--- src/hdl/lrp_defines.vh ---
// constants for the low-power dram refresh and power-state block
`ifndef LRP_DEFINES_VH
`define LRP_DEFINES_VH

// command encoding {cs_n, ras_n, cas_n, we_n}
`define LRP_CMD_REFRESH     4'h1
`define LRP_CMD_NOP         4'h7
`define LRP_CMD_ACTIVE      4'h3
`define LRP_CMD_PRECHARGE   4'h2
`define LRP_CMD_DEEP        4'h6
`define LRP_CMD_READ        4'h5
`define LRP_CMD_WRITE       4'h4
`define LRP_CMD_MRS         4'h0
`define LRP_CS_BIT          3

// device geometry
`define LRP_ROW_W           14
`define LRP_BANK_W          2
`define LRP_NBANK           4
`define LRP_ALLB_BIT        10
`define LRP_ROW_ONE         14'h0001
`define LRP_ROW_ZERO        14'h0000

// timing in ns and clock period in ns
`define LRP_CLK_NS          25
`define LRP_TRFC_NS         110
`define LRP_TXSR_NS         120
`define LRP_TXP_NS          25
`define LRP_TXSR_MIN_CYC    2
`define LRP_CNT_W           8
`define LRP_CNT_ONE         8'h01
`define LRP_CNT_ZERO        8'h00

// self refresh internal interval in cycles, slowed when cool
`define LRP_SREF_HOT_CYC    8'h40
`define LRP_SREF_COOL_CYC   8'hc0

// partial array field: 0 full, 1 half, 2 quarter
`define LRP_PAR_W           2
`define LRP_PAR_FULL        2'h0
`define LRP_PAR_HALF        2'h1
`define LRP_ROW_HALF_MASK   14'h1fff
`define LRP_ROW_QTR_MASK    14'h0fff

`endif

--- src/hdl/lrp_power_states.v ---
// refresh and power-state controller of a low-power ddr dram
// Contract
// each refresh needs its own command
// refresh row from internal counter
// refresh busy for trfc, nop only
// clock enable high during refresh
// banks precharged before refresh
// self refresh: refresh with cke low
// banks idle before self refresh
// self refresh ignores all but cke
// self refresh partial, temperature paced
// self refresh exit needs nop txsr
// self refresh not an auto refresh
// cke low enters precharge/active power-down
// power-down disables buffers except cke
// power-down exit with nop, txp
// no column access at power-down
// leave power-down in time for refresh
// deep sleep needs idle banks
// deep sleep command with cke low
// deep sleep exit needs reinitialisation
// frequency change keeps timings
// clock stop after operations finish
// clock stop cke high, nop after
`include "lrp_defines.vh"
`default_nettype none
module lrp_power_states (
  input  wire                    i_clock,
  input  wire                    i_srst,
  input  wire                    i_cke,
  input  wire                    i_cs_n,
  input  wire                    i_ras_n,
  input  wire                    i_cas_n,
  input  wire                    i_we_n,
  input  wire [`LRP_ROW_W-1:0]   i_addr,
  input  wire [`LRP_BANK_W-1:0]  i_bank,
  input  wire [`LRP_PAR_W-1:0]   i_partial_array_retention,
  input  wire                    i_temp_hot,
  input  wire                    i_init_done,
  output reg  [`LRP_ROW_W-1:0]   o_refresh_row,
  output reg                     o_refresh_pulse,
  output reg                     o_buffers_on,
  output reg  [5:0]              o_state,
  output reg  [`LRP_NBANK-1:0]   o_bank_open,
  output reg                     o_data_lost,
  output reg                     o_cmd_error
);
  localparam [`LRP_CNT_W-1:0] TRFC_CYC =
    (`LRP_TRFC_NS + `LRP_CLK_NS - 1) / `LRP_CLK_NS;
  localparam [`LRP_CNT_W-1:0] TXSR_RAW =
    (`LRP_TXSR_NS + `LRP_CLK_NS - 1) / `LRP_CLK_NS;
  localparam [`LRP_CNT_W-1:0] TXSR_CYC =
    (TXSR_RAW < `LRP_TXSR_MIN_CYC) ? `LRP_TXSR_MIN_CYC : TXSR_RAW;
  localparam [`LRP_CNT_W-1:0] TXP_RAW =
    (`LRP_TXP_NS + `LRP_CLK_NS - 1) / `LRP_CLK_NS;
  localparam [`LRP_CNT_W-1:0] TXP_CYC = (TXP_RAW == 0) ? `LRP_CNT_ONE : TXP_RAW;

  localparam [5:0] ST_IDLE  = 6'h01;
  localparam [5:0] ST_REF   = 6'h02;
  localparam [5:0] ST_SREF  = 6'h04;
  localparam [5:0] ST_PDN   = 6'h08;
  localparam [5:0] ST_DEEP  = 6'h10;
  localparam [5:0] ST_EXIT  = 6'h20;

  // pins come from the controller's domain: two flops each
  reg  [`LRP_ROW_W+`LRP_BANK_W+4:0] pin_s1_ff;
  reg  [`LRP_ROW_W+`LRP_BANK_W+4:0] pin_s2_ff;
  always @(posedge i_clock) begin
    pin_s1_ff <= {i_cke, i_cs_n, i_ras_n, i_cas_n, i_we_n, i_bank, i_addr};
    pin_s2_ff <= pin_s1_ff;
  end

  wire                   cke  = pin_s2_ff[`LRP_ROW_W+`LRP_BANK_W+4];
  wire [3:0]             cmd  = pin_s2_ff[`LRP_ROW_W+`LRP_BANK_W+3:`LRP_ROW_W+`LRP_BANK_W];
  wire [`LRP_BANK_W-1:0] bank = pin_s2_ff[`LRP_ROW_W+`LRP_BANK_W-1:`LRP_ROW_W];
  wire                   allb = pin_s2_ff[`LRP_ALLB_BIT];
  wire                   is_nop = cmd[`LRP_CS_BIT] || (cmd == `LRP_CMD_NOP);

  reg                    cke_prev_ff;
  reg  [5:0]             state_ff;
  reg  [5:0]             nxt_state;
  reg  [`LRP_CNT_W-1:0]  cnt_ff;
  reg  [`LRP_CNT_W-1:0]  nxt_cnt;
  reg  [`LRP_CNT_W-1:0]  sref_tmr_ff;
  reg  [`LRP_CNT_W-1:0]  nxt_sref_tmr;
  reg  [`LRP_NBANK-1:0]  open_ff;
  reg  [`LRP_NBANK-1:0]  nxt_open;
  reg                    lost_ff;
  reg                    nxt_lost;
  reg                    err_ff;
  reg                    nxt_err;
  reg                    step;
  wire [`LRP_ROW_W-1:0]  ctr_row;

  lrp_row_counter u_rows (
    .i_clock   (i_clock),
    .i_srst    (i_srst),
    .i_step    (step),
    .i_partial (i_partial_array_retention),
    .o_row     (ctr_row)
  );

  always @* begin
    nxt_state    = state_ff;
    nxt_cnt      = (cnt_ff != `LRP_CNT_ZERO) ? cnt_ff - `LRP_CNT_ONE : `LRP_CNT_ZERO;
    nxt_sref_tmr = sref_tmr_ff;
    nxt_open     = open_ff;
    nxt_lost     = lost_ff && !i_init_done;
    nxt_err      = 1'b0;
    step         = 1'b0;
    case (state_ff)
      ST_IDLE: begin
        if (!cke && cke_prev_ff) begin
          if (!cmd[`LRP_CS_BIT] && cmd == `LRP_CMD_REFRESH) begin
            nxt_err      = (open_ff != {`LRP_NBANK{1'b0}});
            nxt_sref_tmr = `LRP_CNT_ONE;
            nxt_state    = ST_SREF;
          end else if (!cmd[`LRP_CS_BIT] && cmd == `LRP_CMD_DEEP) begin
            nxt_err   = (open_ff != {`LRP_NBANK{1'b0}});
            nxt_open  = {`LRP_NBANK{1'b0}};
            nxt_lost  = 1'b1;
            nxt_state = ST_DEEP;
          end else begin
            // precharge or active power-down follows from open_ff
            nxt_err   = !is_nop && (cmd == `LRP_CMD_READ || cmd == `LRP_CMD_WRITE);
            nxt_state = ST_PDN;
          end
        end else if (cke && !cmd[`LRP_CS_BIT]) begin
          case (cmd)
            `LRP_CMD_REFRESH: begin
              nxt_err   = (open_ff != {`LRP_NBANK{1'b0}});
              step      = 1'b1;
              nxt_cnt   = TRFC_CYC;
              nxt_state = ST_REF;
            end
            `LRP_CMD_ACTIVE: begin
              nxt_open[bank] = 1'b1;
            end
            `LRP_CMD_PRECHARGE: begin
              if (allb) begin
                nxt_open = {`LRP_NBANK{1'b0}};
              end else begin
                nxt_open[bank] = 1'b0;
              end
            end
            default: begin
            end
          endcase
        end
      end
      ST_REF: begin
        // only nop with cke high is legal until trfc ends
        nxt_err = !is_nop || !cke; // see
        if (cnt_ff == `LRP_CNT_ONE) begin
          nxt_state = ST_IDLE;
        end
      end
      ST_SREF: begin
        // internal pacing, slower when cool; address and commands ignored
        if (sref_tmr_ff == `LRP_CNT_ONE) begin
          step         = 1'b1;
          nxt_sref_tmr = i_temp_hot ? `LRP_SREF_HOT_CYC : `LRP_SREF_COOL_CYC;
        end else begin
          nxt_sref_tmr = sref_tmr_ff - `LRP_CNT_ONE;
        end
        if (cke) begin
          nxt_cnt   = TXSR_CYC;
          nxt_state = ST_EXIT;
        end
      end
      ST_PDN: begin
        if (cke) begin
          nxt_err   = !is_nop;
          nxt_cnt   = TXP_CYC;
          nxt_state = ST_EXIT;
        end
      end
      ST_DEEP: begin
        if (cke) begin
          nxt_err   = !is_nop;
          nxt_cnt   = TXP_CYC;
          nxt_state = ST_EXIT;
        end
      end
      ST_EXIT: begin
        nxt_err = !is_nop; // see
        if (cnt_ff == `LRP_CNT_ONE) begin
          nxt_state = ST_IDLE;
        end
      end
      default: begin
        nxt_state = ST_IDLE;
      end
    endcase
  end

  always @(posedge i_clock) begin
    if (i_srst) begin
      state_ff    <= ST_IDLE;
      cnt_ff      <= `LRP_CNT_ZERO;
      sref_tmr_ff <= `LRP_CNT_ZERO;
      open_ff     <= {`LRP_NBANK{1'b0}};
      lost_ff     <= 1'b1;
      err_ff      <= 1'b0;
      cke_prev_ff <= 1'b0;
    end else begin
      state_ff    <= nxt_state;
      cnt_ff      <= nxt_cnt;
      sref_tmr_ff <= nxt_sref_tmr;
      open_ff     <= nxt_open;
      lost_ff     <= nxt_lost;
      err_ff      <= nxt_err;
      cke_prev_ff <= cke;
    end
  end

  // outputs registered; row is the counter value, never the address pins
  always @(posedge i_clock) begin
    if (i_srst) begin
      o_refresh_row   <= `LRP_ROW_ZERO;
      o_refresh_pulse <= 1'b0;
      o_buffers_on    <= 1'b1;
      o_state         <= ST_IDLE;
      o_bank_open     <= {`LRP_NBANK{1'b0}};
      o_data_lost     <= 1'b1;
      o_cmd_error     <= 1'b0;
    end else begin
      o_refresh_row   <= ctr_row;
      o_refresh_pulse <= step;
      // buffers off in every low-power state; aligned with o_state so both agree
      o_buffers_on    <= (state_ff == ST_IDLE) || (state_ff == ST_REF) ||
                         (state_ff == ST_EXIT);
      o_state         <= state_ff;
      o_bank_open     <= open_ff;
      o_data_lost     <= lost_ff;
      o_cmd_error     <= err_ff;
    end
  end
endmodule
`default_nettype wire

--- src/hdl/lrp_row_counter.v ---
// internal refresh row counter with partial-array wrap
`include "lrp_defines.vh"
`default_nettype none
module lrp_row_counter (
  input  wire                    i_clock,
  input  wire                    i_srst,
  input  wire                    i_step,
  input  wire [`LRP_PAR_W-1:0]   i_partial,
  output wire [`LRP_ROW_W-1:0]   o_row
);
  reg  [`LRP_ROW_W-1:0] row_ff;
  reg  [`LRP_ROW_W-1:0] nxt_row;
  reg  [`LRP_ROW_W-1:0] mask;

  always @* begin
    case (i_partial)
      `LRP_PAR_FULL: mask = {`LRP_ROW_W{1'b1}};
      `LRP_PAR_HALF: mask = `LRP_ROW_HALF_MASK;
      default:       mask = `LRP_ROW_QTR_MASK;
    endcase
    // wrap inside the retained portion only
    nxt_row = i_step ? ((row_ff + `LRP_ROW_ONE) & mask) : (row_ff & mask);
  end

  always @(posedge i_clock) begin
    if (i_srst) begin
      row_ff <= `LRP_ROW_ZERO;
    end else begin
      row_ff <= nxt_row;
    end
  end

  assign o_row = row_ff;
endmodule
`default_nettype wire

--- config.mk ---
export PLATFORM = sky130hd
export DESIGN_NAME = lrp_power_states
export DESIGN_NICKNAME = d
export VERILOG_FILES = /design/src/hdl/lrp_power_states.v /design/src/hdl/lrp_row_counter.v
export VERILOG_INCLUDE_DIRS = /design/src /design/src/hdl
export SDC_FILE = /design/constraint.sdc
export NUM_CORES = 1
export LEC_CHECK = 0
export BUFFER_PORTS_ARGS = -buffer_cell sky130_fd_sc_hd__buf_4
export CORE_MARGIN = 10
export CORE_UTILIZATION = 60
export CTS_BUF_LIST = sky130_fd_sc_hd__clkbuf_8
export DETAILED_ROUTE_END_ITERATION = 10
export GPL_ROUTABILITY_DRIVEN = 0
export GPL_TIMING_DRIVEN = 0
export PLACE_DENSITY = 0.91
export REMOVE_ABC_BUFFERS = 1
export SYNTH_ARGS = -nofsm -noshare
export SYNTH_HDL_FRONTEND = slang
export SYNTH_HIERARCHICAL = 1
export SYNTH_SLANG_ARGS = --single-unit
--- constraint.sdc ---
create_clock -name i_clock -period 3.82 [get_ports i_clock]
set_input_delay 0 -clock i_clock [delete_from_list [all_inputs] [get_ports i_clock]]
set_output_delay 0 -clock i_clock [all_outputs]
set_load 0.05 [all_outputs]
==> results_dict.tcl, run 1 <==
set metrics [dict create \
    cp_data_arrival_time_ns 3.33 \
    synth.top_cell.area_share_pct 50.3 \
    r2r_start "pin_s2_ff[17]" \
    drive_gt1_share_pct 17.6 \
    drt_first_iter_violations 141 \
    io_pins 55 \
    p_per_area_mw_per_mm2 544 \
    grt_pass1_vias 2793 \
    syn_area_mm2 0.00346 \
    synth_area_leader_cell "dfxtp_1" \
    hold_violations 0 \
    whs_path_depth 2 \
    grt_setup_unrepaired "no" \
    met3_length_um 454 \
    dieHeight_um 96.0 \
    fmax_mhz 328 \
    synth_area_leaders "dfxtp_1, nor2b_1, nor2_1" \
    startpoint_type "flip-flop" \
    irDropWorstVdd_v 0.000345 \
    status "finished, final reports clean" \
    maxCapViolCount 0 \
    totalWireLength_um 7340 \
    wl_met2_um 3710 \
    htreeDepth 3 \
    viasPerCell 5.70 \
    critical_path_required_ns 4.10 \
    synth_edf_count 0 \
    clk_pin_slew_ns 0.10 \
    placement.io_buffers 41 \
    diodes 0 \
    fin_nets 449 \
    grt_overflow 0 \
    tightestPinTransition_ns 1.11 \
    worst_clock_skew_ns 0.0166 \
    hpwl_um 4800 \
    core_mm2 0.00554 \
    critPathCaptureType "flip-flop" \
    ff2ff_setup_slack_ns 0.77 \
    routed.top_layer "met4" \
    clkSinkCount 87 \
    finalMaxSlewViolations 0 \
    yosys_warnings 6 \
    post_cts_buffers 0 \
    crit_fanout 8 \
    cts_buffers 9 \
    hp-class "in2reg" \
    fin_crit_ns 3.05 \
    fill_cells 394 \
    cts-root-buf "clkbuf_8" \
    drt-met1-wl_um 3000 \
    maxSlewHeadroom_pct 25.5 \
    cts_tree "built" \
    finalSetupTns_ns 0 \
    grt_first_pass_wirelength_um 12400 \
    final_cell_mix "dfxtp_1, buf_4, nor2_1, nor2b_1, a21oi_1" \
    dieWidth_um 96.0 \
    antenna_left 0 \
    ys_async_sr_fraction_pct 0 \
    clk_latency_ns 0.36 \
    clk_path_buf_depth 2 \
    syn_avg_cell_area_um2 9.59 \
    first_pass_iters 4 \
    post-route-drc-count 0 \
    synth-seq-area-share_pct 50.3 \
    avgRoutedWirePerCell_um 14.9 \
    ys_seq_elements 87 \
    fin_crit_sh_pct 79.9 \
    area_growth_pct 20.1 \
    r2r_end "u_rows/o_row[12]" \
    postSynthCellCount 361 \
    antenna_found_initial 0 \
    layout_setup_ws_ns 0.768 \
    fp-row-count 27 \
    vias 2811 \
    min_from "i_srst" \
    final_common_cell "dfxtp_1" \
    grt_max_degree 67 \
    leakagePower_nw 1.64 \
    dp_slack_ns 0.820 \
    grt.total_usage_pct 16.8 \
    reg2reg_depth 6 \
    min_to "o_refresh_row[8]" \
    finalSetupViolCount 0 \
    start_util_pct 62.5 \
    synth.distinct_cells 56 \
    worstSetupPathType "reg2reg" \
    yosys_most_used_dff "dfxtp_1" \
    die-area_mm2 0.00921 \
]
final cells by class:
class | count | area (µm²) | share of cell area (%)
timing repair buffer | 54 | 438 | 10.5
clock inverter | 6 | 76.3 | 1.83
clock buffer | 10 | 138 | 3.31
inverter | 13 | 48.8 | 1.17
sequential | 87 | 1740 | 41.9
tap | 72 | 90.1 | 2.17
multi-input combinational | 251 | 1630 | 39.1
worst max-delay path by stage:
stage             startpoint          endpoint  slack [ns]  cells after the start
2_1_floorplan    state_ff[5]  u_rows/o_row[11]        1.24                      6
5_1_grt        pin_s2_ff[16]  u_rows/o_row[11]        0.44                      6
3_3_place_gp     state_ff[5]  u_rows/o_row[11]        0.85                      6
6_report       pin_s2_ff[17]  u_rows/o_row[12]        0.77                      6
3_5_place_dp     state_ff[5]  u_rows/o_row[11]        0.82                      6
4_1_cts          state_ff[5]  u_rows/o_row[11]        0.79                      6
flip-flops by register name (all words and copies together) (netlist names), 4 cells and up:
| name | flops |
|---|---|
| pin_s1_ff | 8 |
| o_state | 6 |
| o_refresh_row | 14 |
| o_bank_open | 4 |
| pin_s2_ff | 8 |
| state_ff | 6 |
| open_ff | 4 |
| u_rows/o_row | 14 |
| sref_tmr_ff | 8 |
| cnt_ff | 8 |
power breakdown:
| part | total, W | switching (W) | internal, W |
|---|---|---|---|
| logic | 0.000543 | 0.000297 | 0.000245 |
| registers | 0.00106 | 0.0000746 | 0.000982 |
| clock network | 0.000663 | 0.000333 | 0.000330 |
| total | 0.00226 | 0.000705 | 0.00156 |
per-stage QoR:
stage	hold WS, ns	cells	utilization [%]	area (µm²)	total power [W]
after floorplan	0.0277	351	-	3420	0.00148
after global placement	0.105	464	68.9	3820	0.00158
after detailed placement	0.106	464	68.9	3820	0.00160
after CTS	0.131	493	75.1	4160	0.00227
after global routing	0.155	493	75.1	4160	0.00238
final	0.132	493	75.1	4160	0.00226
synth_stat cells (7+ instances only):
master	n
a21oi_1	26
nand2_1	12
o21ai_0	13
nor2b_1	29
nand2b_1	10
inv_1	13
nand4_1	7
xnor2_1	7
nand3_1	14
nor4_1	8
dfxtp_1	87
nor2_1	35
worst max-delay path, stage by stage (launching register included):
cell and delay, ns:
dfxtp_1 0.39, nor4b_4 0.50, nand2_2 0.13, o21ai_0 0.88
nand4_4 0.29, nor4_1 0.55, mux2i_1 0.24
logic make-up after synthesis:
group / count (synthesis) / synth area share [%]
AOI/OAI and AO/OA: 71 / 13.4
DFF: 87 / 50.3
buffers and inverters: 23 / 2.71
xor gates and xnor gates: 13 / 3.29
muxes: 6 / 1.91
and+or+nand+nor: 155 / 26.2
adders and majority gates: 6 / 2.17
layer usage:
layer / up-vias / global-route usage (%)
li1: 1384 / -
met1: 1324 / 17.9
met2: 87 / 30.1
met3: 16 / 4.36
met4: 0 / 7.99
met5: - / 0
repair_timing:
| action | CTS | global route |
|---|---|---|
| endpoints found under the hold margin | 12 | 0 |
| hold buffers | 13 | 0 |
| gates resized for setup | 0 | 0 |
Power figures use the tool's default switching activity.
==> run 2, diff against run 1 <==
CORE_UTILIZATION = 52   (was 60)
PLACE_DENSITY = 0.84   (was 0.91)
clock period = 2.79 ns   (was 3.82 ns; I/O delays follow)
==> results_dict.tcl, run 2 (same netlist as run 1, synthesis figures left out) <==
set metrics [dict create \
    post-route-drc-count 0 \
    tightestPinTransition_ns 0.622 \
    antenna_found_initial 0 \
    whs_ns 0.146 \
    leakagePower_nw 1.62 \
    fill_cells 504 \
    viasPerCell 5.39 \
    ff2ff_setup_slack_ns 0.29 \
    multi_input_area_mm2 0.00164 \
    maxCapViolCount 0 \
    final_cell_mix "dfxtp_1, buf_4, nor2_1, nor2b_1, a21oi_1" \
    clkSinkCount 87 \
    hold_violations 0 \
    critical_path_required_ns 3.03 \
    grt_pass1_vias 2654 \
    grt_first_pass_wirelength_um 11400 \
    finalSetupTns_ns 0 \
    grt_overflow 0 \
    grt.total_usage_pct 13.4 \
    worstSetupPathType "reg2reg" \
    vias 2678 \
    dieHeight_um 102 \
    irDropWorstVdd_v 0.000542 \
    grt_setup_unrepaired "no" \
    fin_crit_sh_pct 89.6 \
    clk_pin_slew_ns 0.08 \
    clk_latency_ns 0.35 \
    hp-class "in2reg" \
    htreeDepth 3 \
    die-area_mm2 0.0103 \
    drive_gt1_share_pct 18.3 \
    diodes 0 \
    first_pass_iters 4 \
    crit_fanout 11 \
    total_power_w 0.00304 \
    dieWidth_um 102 \
    r2r_end "u_rows/o_row[11]" \
    reg2reg_depth 7 \
    cp_data_arrival_time_ns 2.74 \
    cts_tree "built" \
    critPathCaptureType "flip-flop" \
    grt_max_degree 67 \
    finalSetupViolCount 0 \
    avgRoutedWirePerCell_um 13.4 \
    place_area_mm2 0.00382 \
    core_mm2 0.00642 \
    status "finished, final reports clean" \
    cp-endpoint "u_rows/o_row[11]" \
    fin_crit_ns 2.50 \
    post_cts_buffers 0 \
    finalMaxSlewViolations 0 \
    antenna_left 0 \
    worst_clock_skew_ns 0.00536 \
    p_per_area_mw_per_mm2 732 \
    start_util_pct 53.9 \
    clk_path_buf_depth 2 \
    cts_buffers 9 \
    drt_first_iter_violations 103 \
    area_growth_pct 19.8 \
    r2r_start "state_ff[3]" \
    maxSlewHeadroom_pct 58.5 \
    fin_nets 448 \
    final_common_cell "dfxtp_1" \
    postLayoutCellArea_mm2 0.00415 \
    hpwl_um 4630 \
    fp-row-count 29 \
    fmax_mhz 400 \
    io_pins 55 \
    crit_path_start "state_ff[3]" \
    final_util_pct 64.6 \
    startpoint_type "flip-flop" \
    placement.io_buffers 41 \
    cts-root-buf "clkbuf_8" \
    totalWireLength_um 6650 \
    regArea_mm2 0.00174 \
]
## run 2: layer usage
| layer | share of wire, % | global-route usage [%] | vias up |
|---|---|---|---|
| met2 | 52 | 23.8 | 53 |
| met3 | 5.4 | 6.06 | 4 |
| met4 | 0.65 | 4.07 | 0 |
| met1 | 42 | 14.0 | 1242 |
| met5 | 0 | 0 | - |
| li1 | - | - | 1379 |
## run 2: timing repair
item	CTS	global route
cloned	0	0
hold buffers	12	0
setup endpoints to repair	9	7
gates resized for setup	2	2
endpoints found under the hold margin	12	0
## run 2: area by class of cell
type,instances,share of cell area [%]
clock buffers,9,2.99
clock inverters,7,1.75
inverters,13,1.18
multi-input cells,251,39.5
flip-flops and latches,87,42.0
well taps,77,2.32
repair buffers,53,10.3
## run 2: where the power goes
part / switching (W) / internal, W / leakage (nW)
Combinational: 0.000408 / 0.000337 / 0.816
Clock: 0.000432 / 0.000414 / 0.0956
Sequential: 0.000101 / 0.00134 / 0.711
## run 2: worst min-delay path by stage
stage	start	end	slack (ns)	cells past startpoint
global placement	i_cke	pin_s1_ff[20]	0.10	1
CTS	i_srst	u_rows/o_row[3]	0.13	2
floorplan	i_addr[10]	pin_s1_ff[10]	0.03	0
detailed placement	i_addr[10]	pin_s1_ff[10]	0.11	1
finish	i_srst	o_refresh_row[7]	0.15	2
global route	i_srst	sref_tmr_ff[6]	0.15	2
## run 2: stage by stage
stage,std cells,setup WS (ns)
6_report,497,0.289
2_1_floorplan,351,0.210
5_1_grt,497,0.0827
3_5_place_dp,469,-0.280
4_1_cts,497,0.102
3_3_place_gp,469,-0.164
## run 2: worst max-delay path, stage by stage, from the launching register on
cell     delay (ns)
dfxtp_1        0.38
nor2_1         0.32
and3_2         0.39
nand3_1        0.13
o21ai_2        0.20
nand3_2        0.24
nor4_1         0.35
mux2_2         0.37
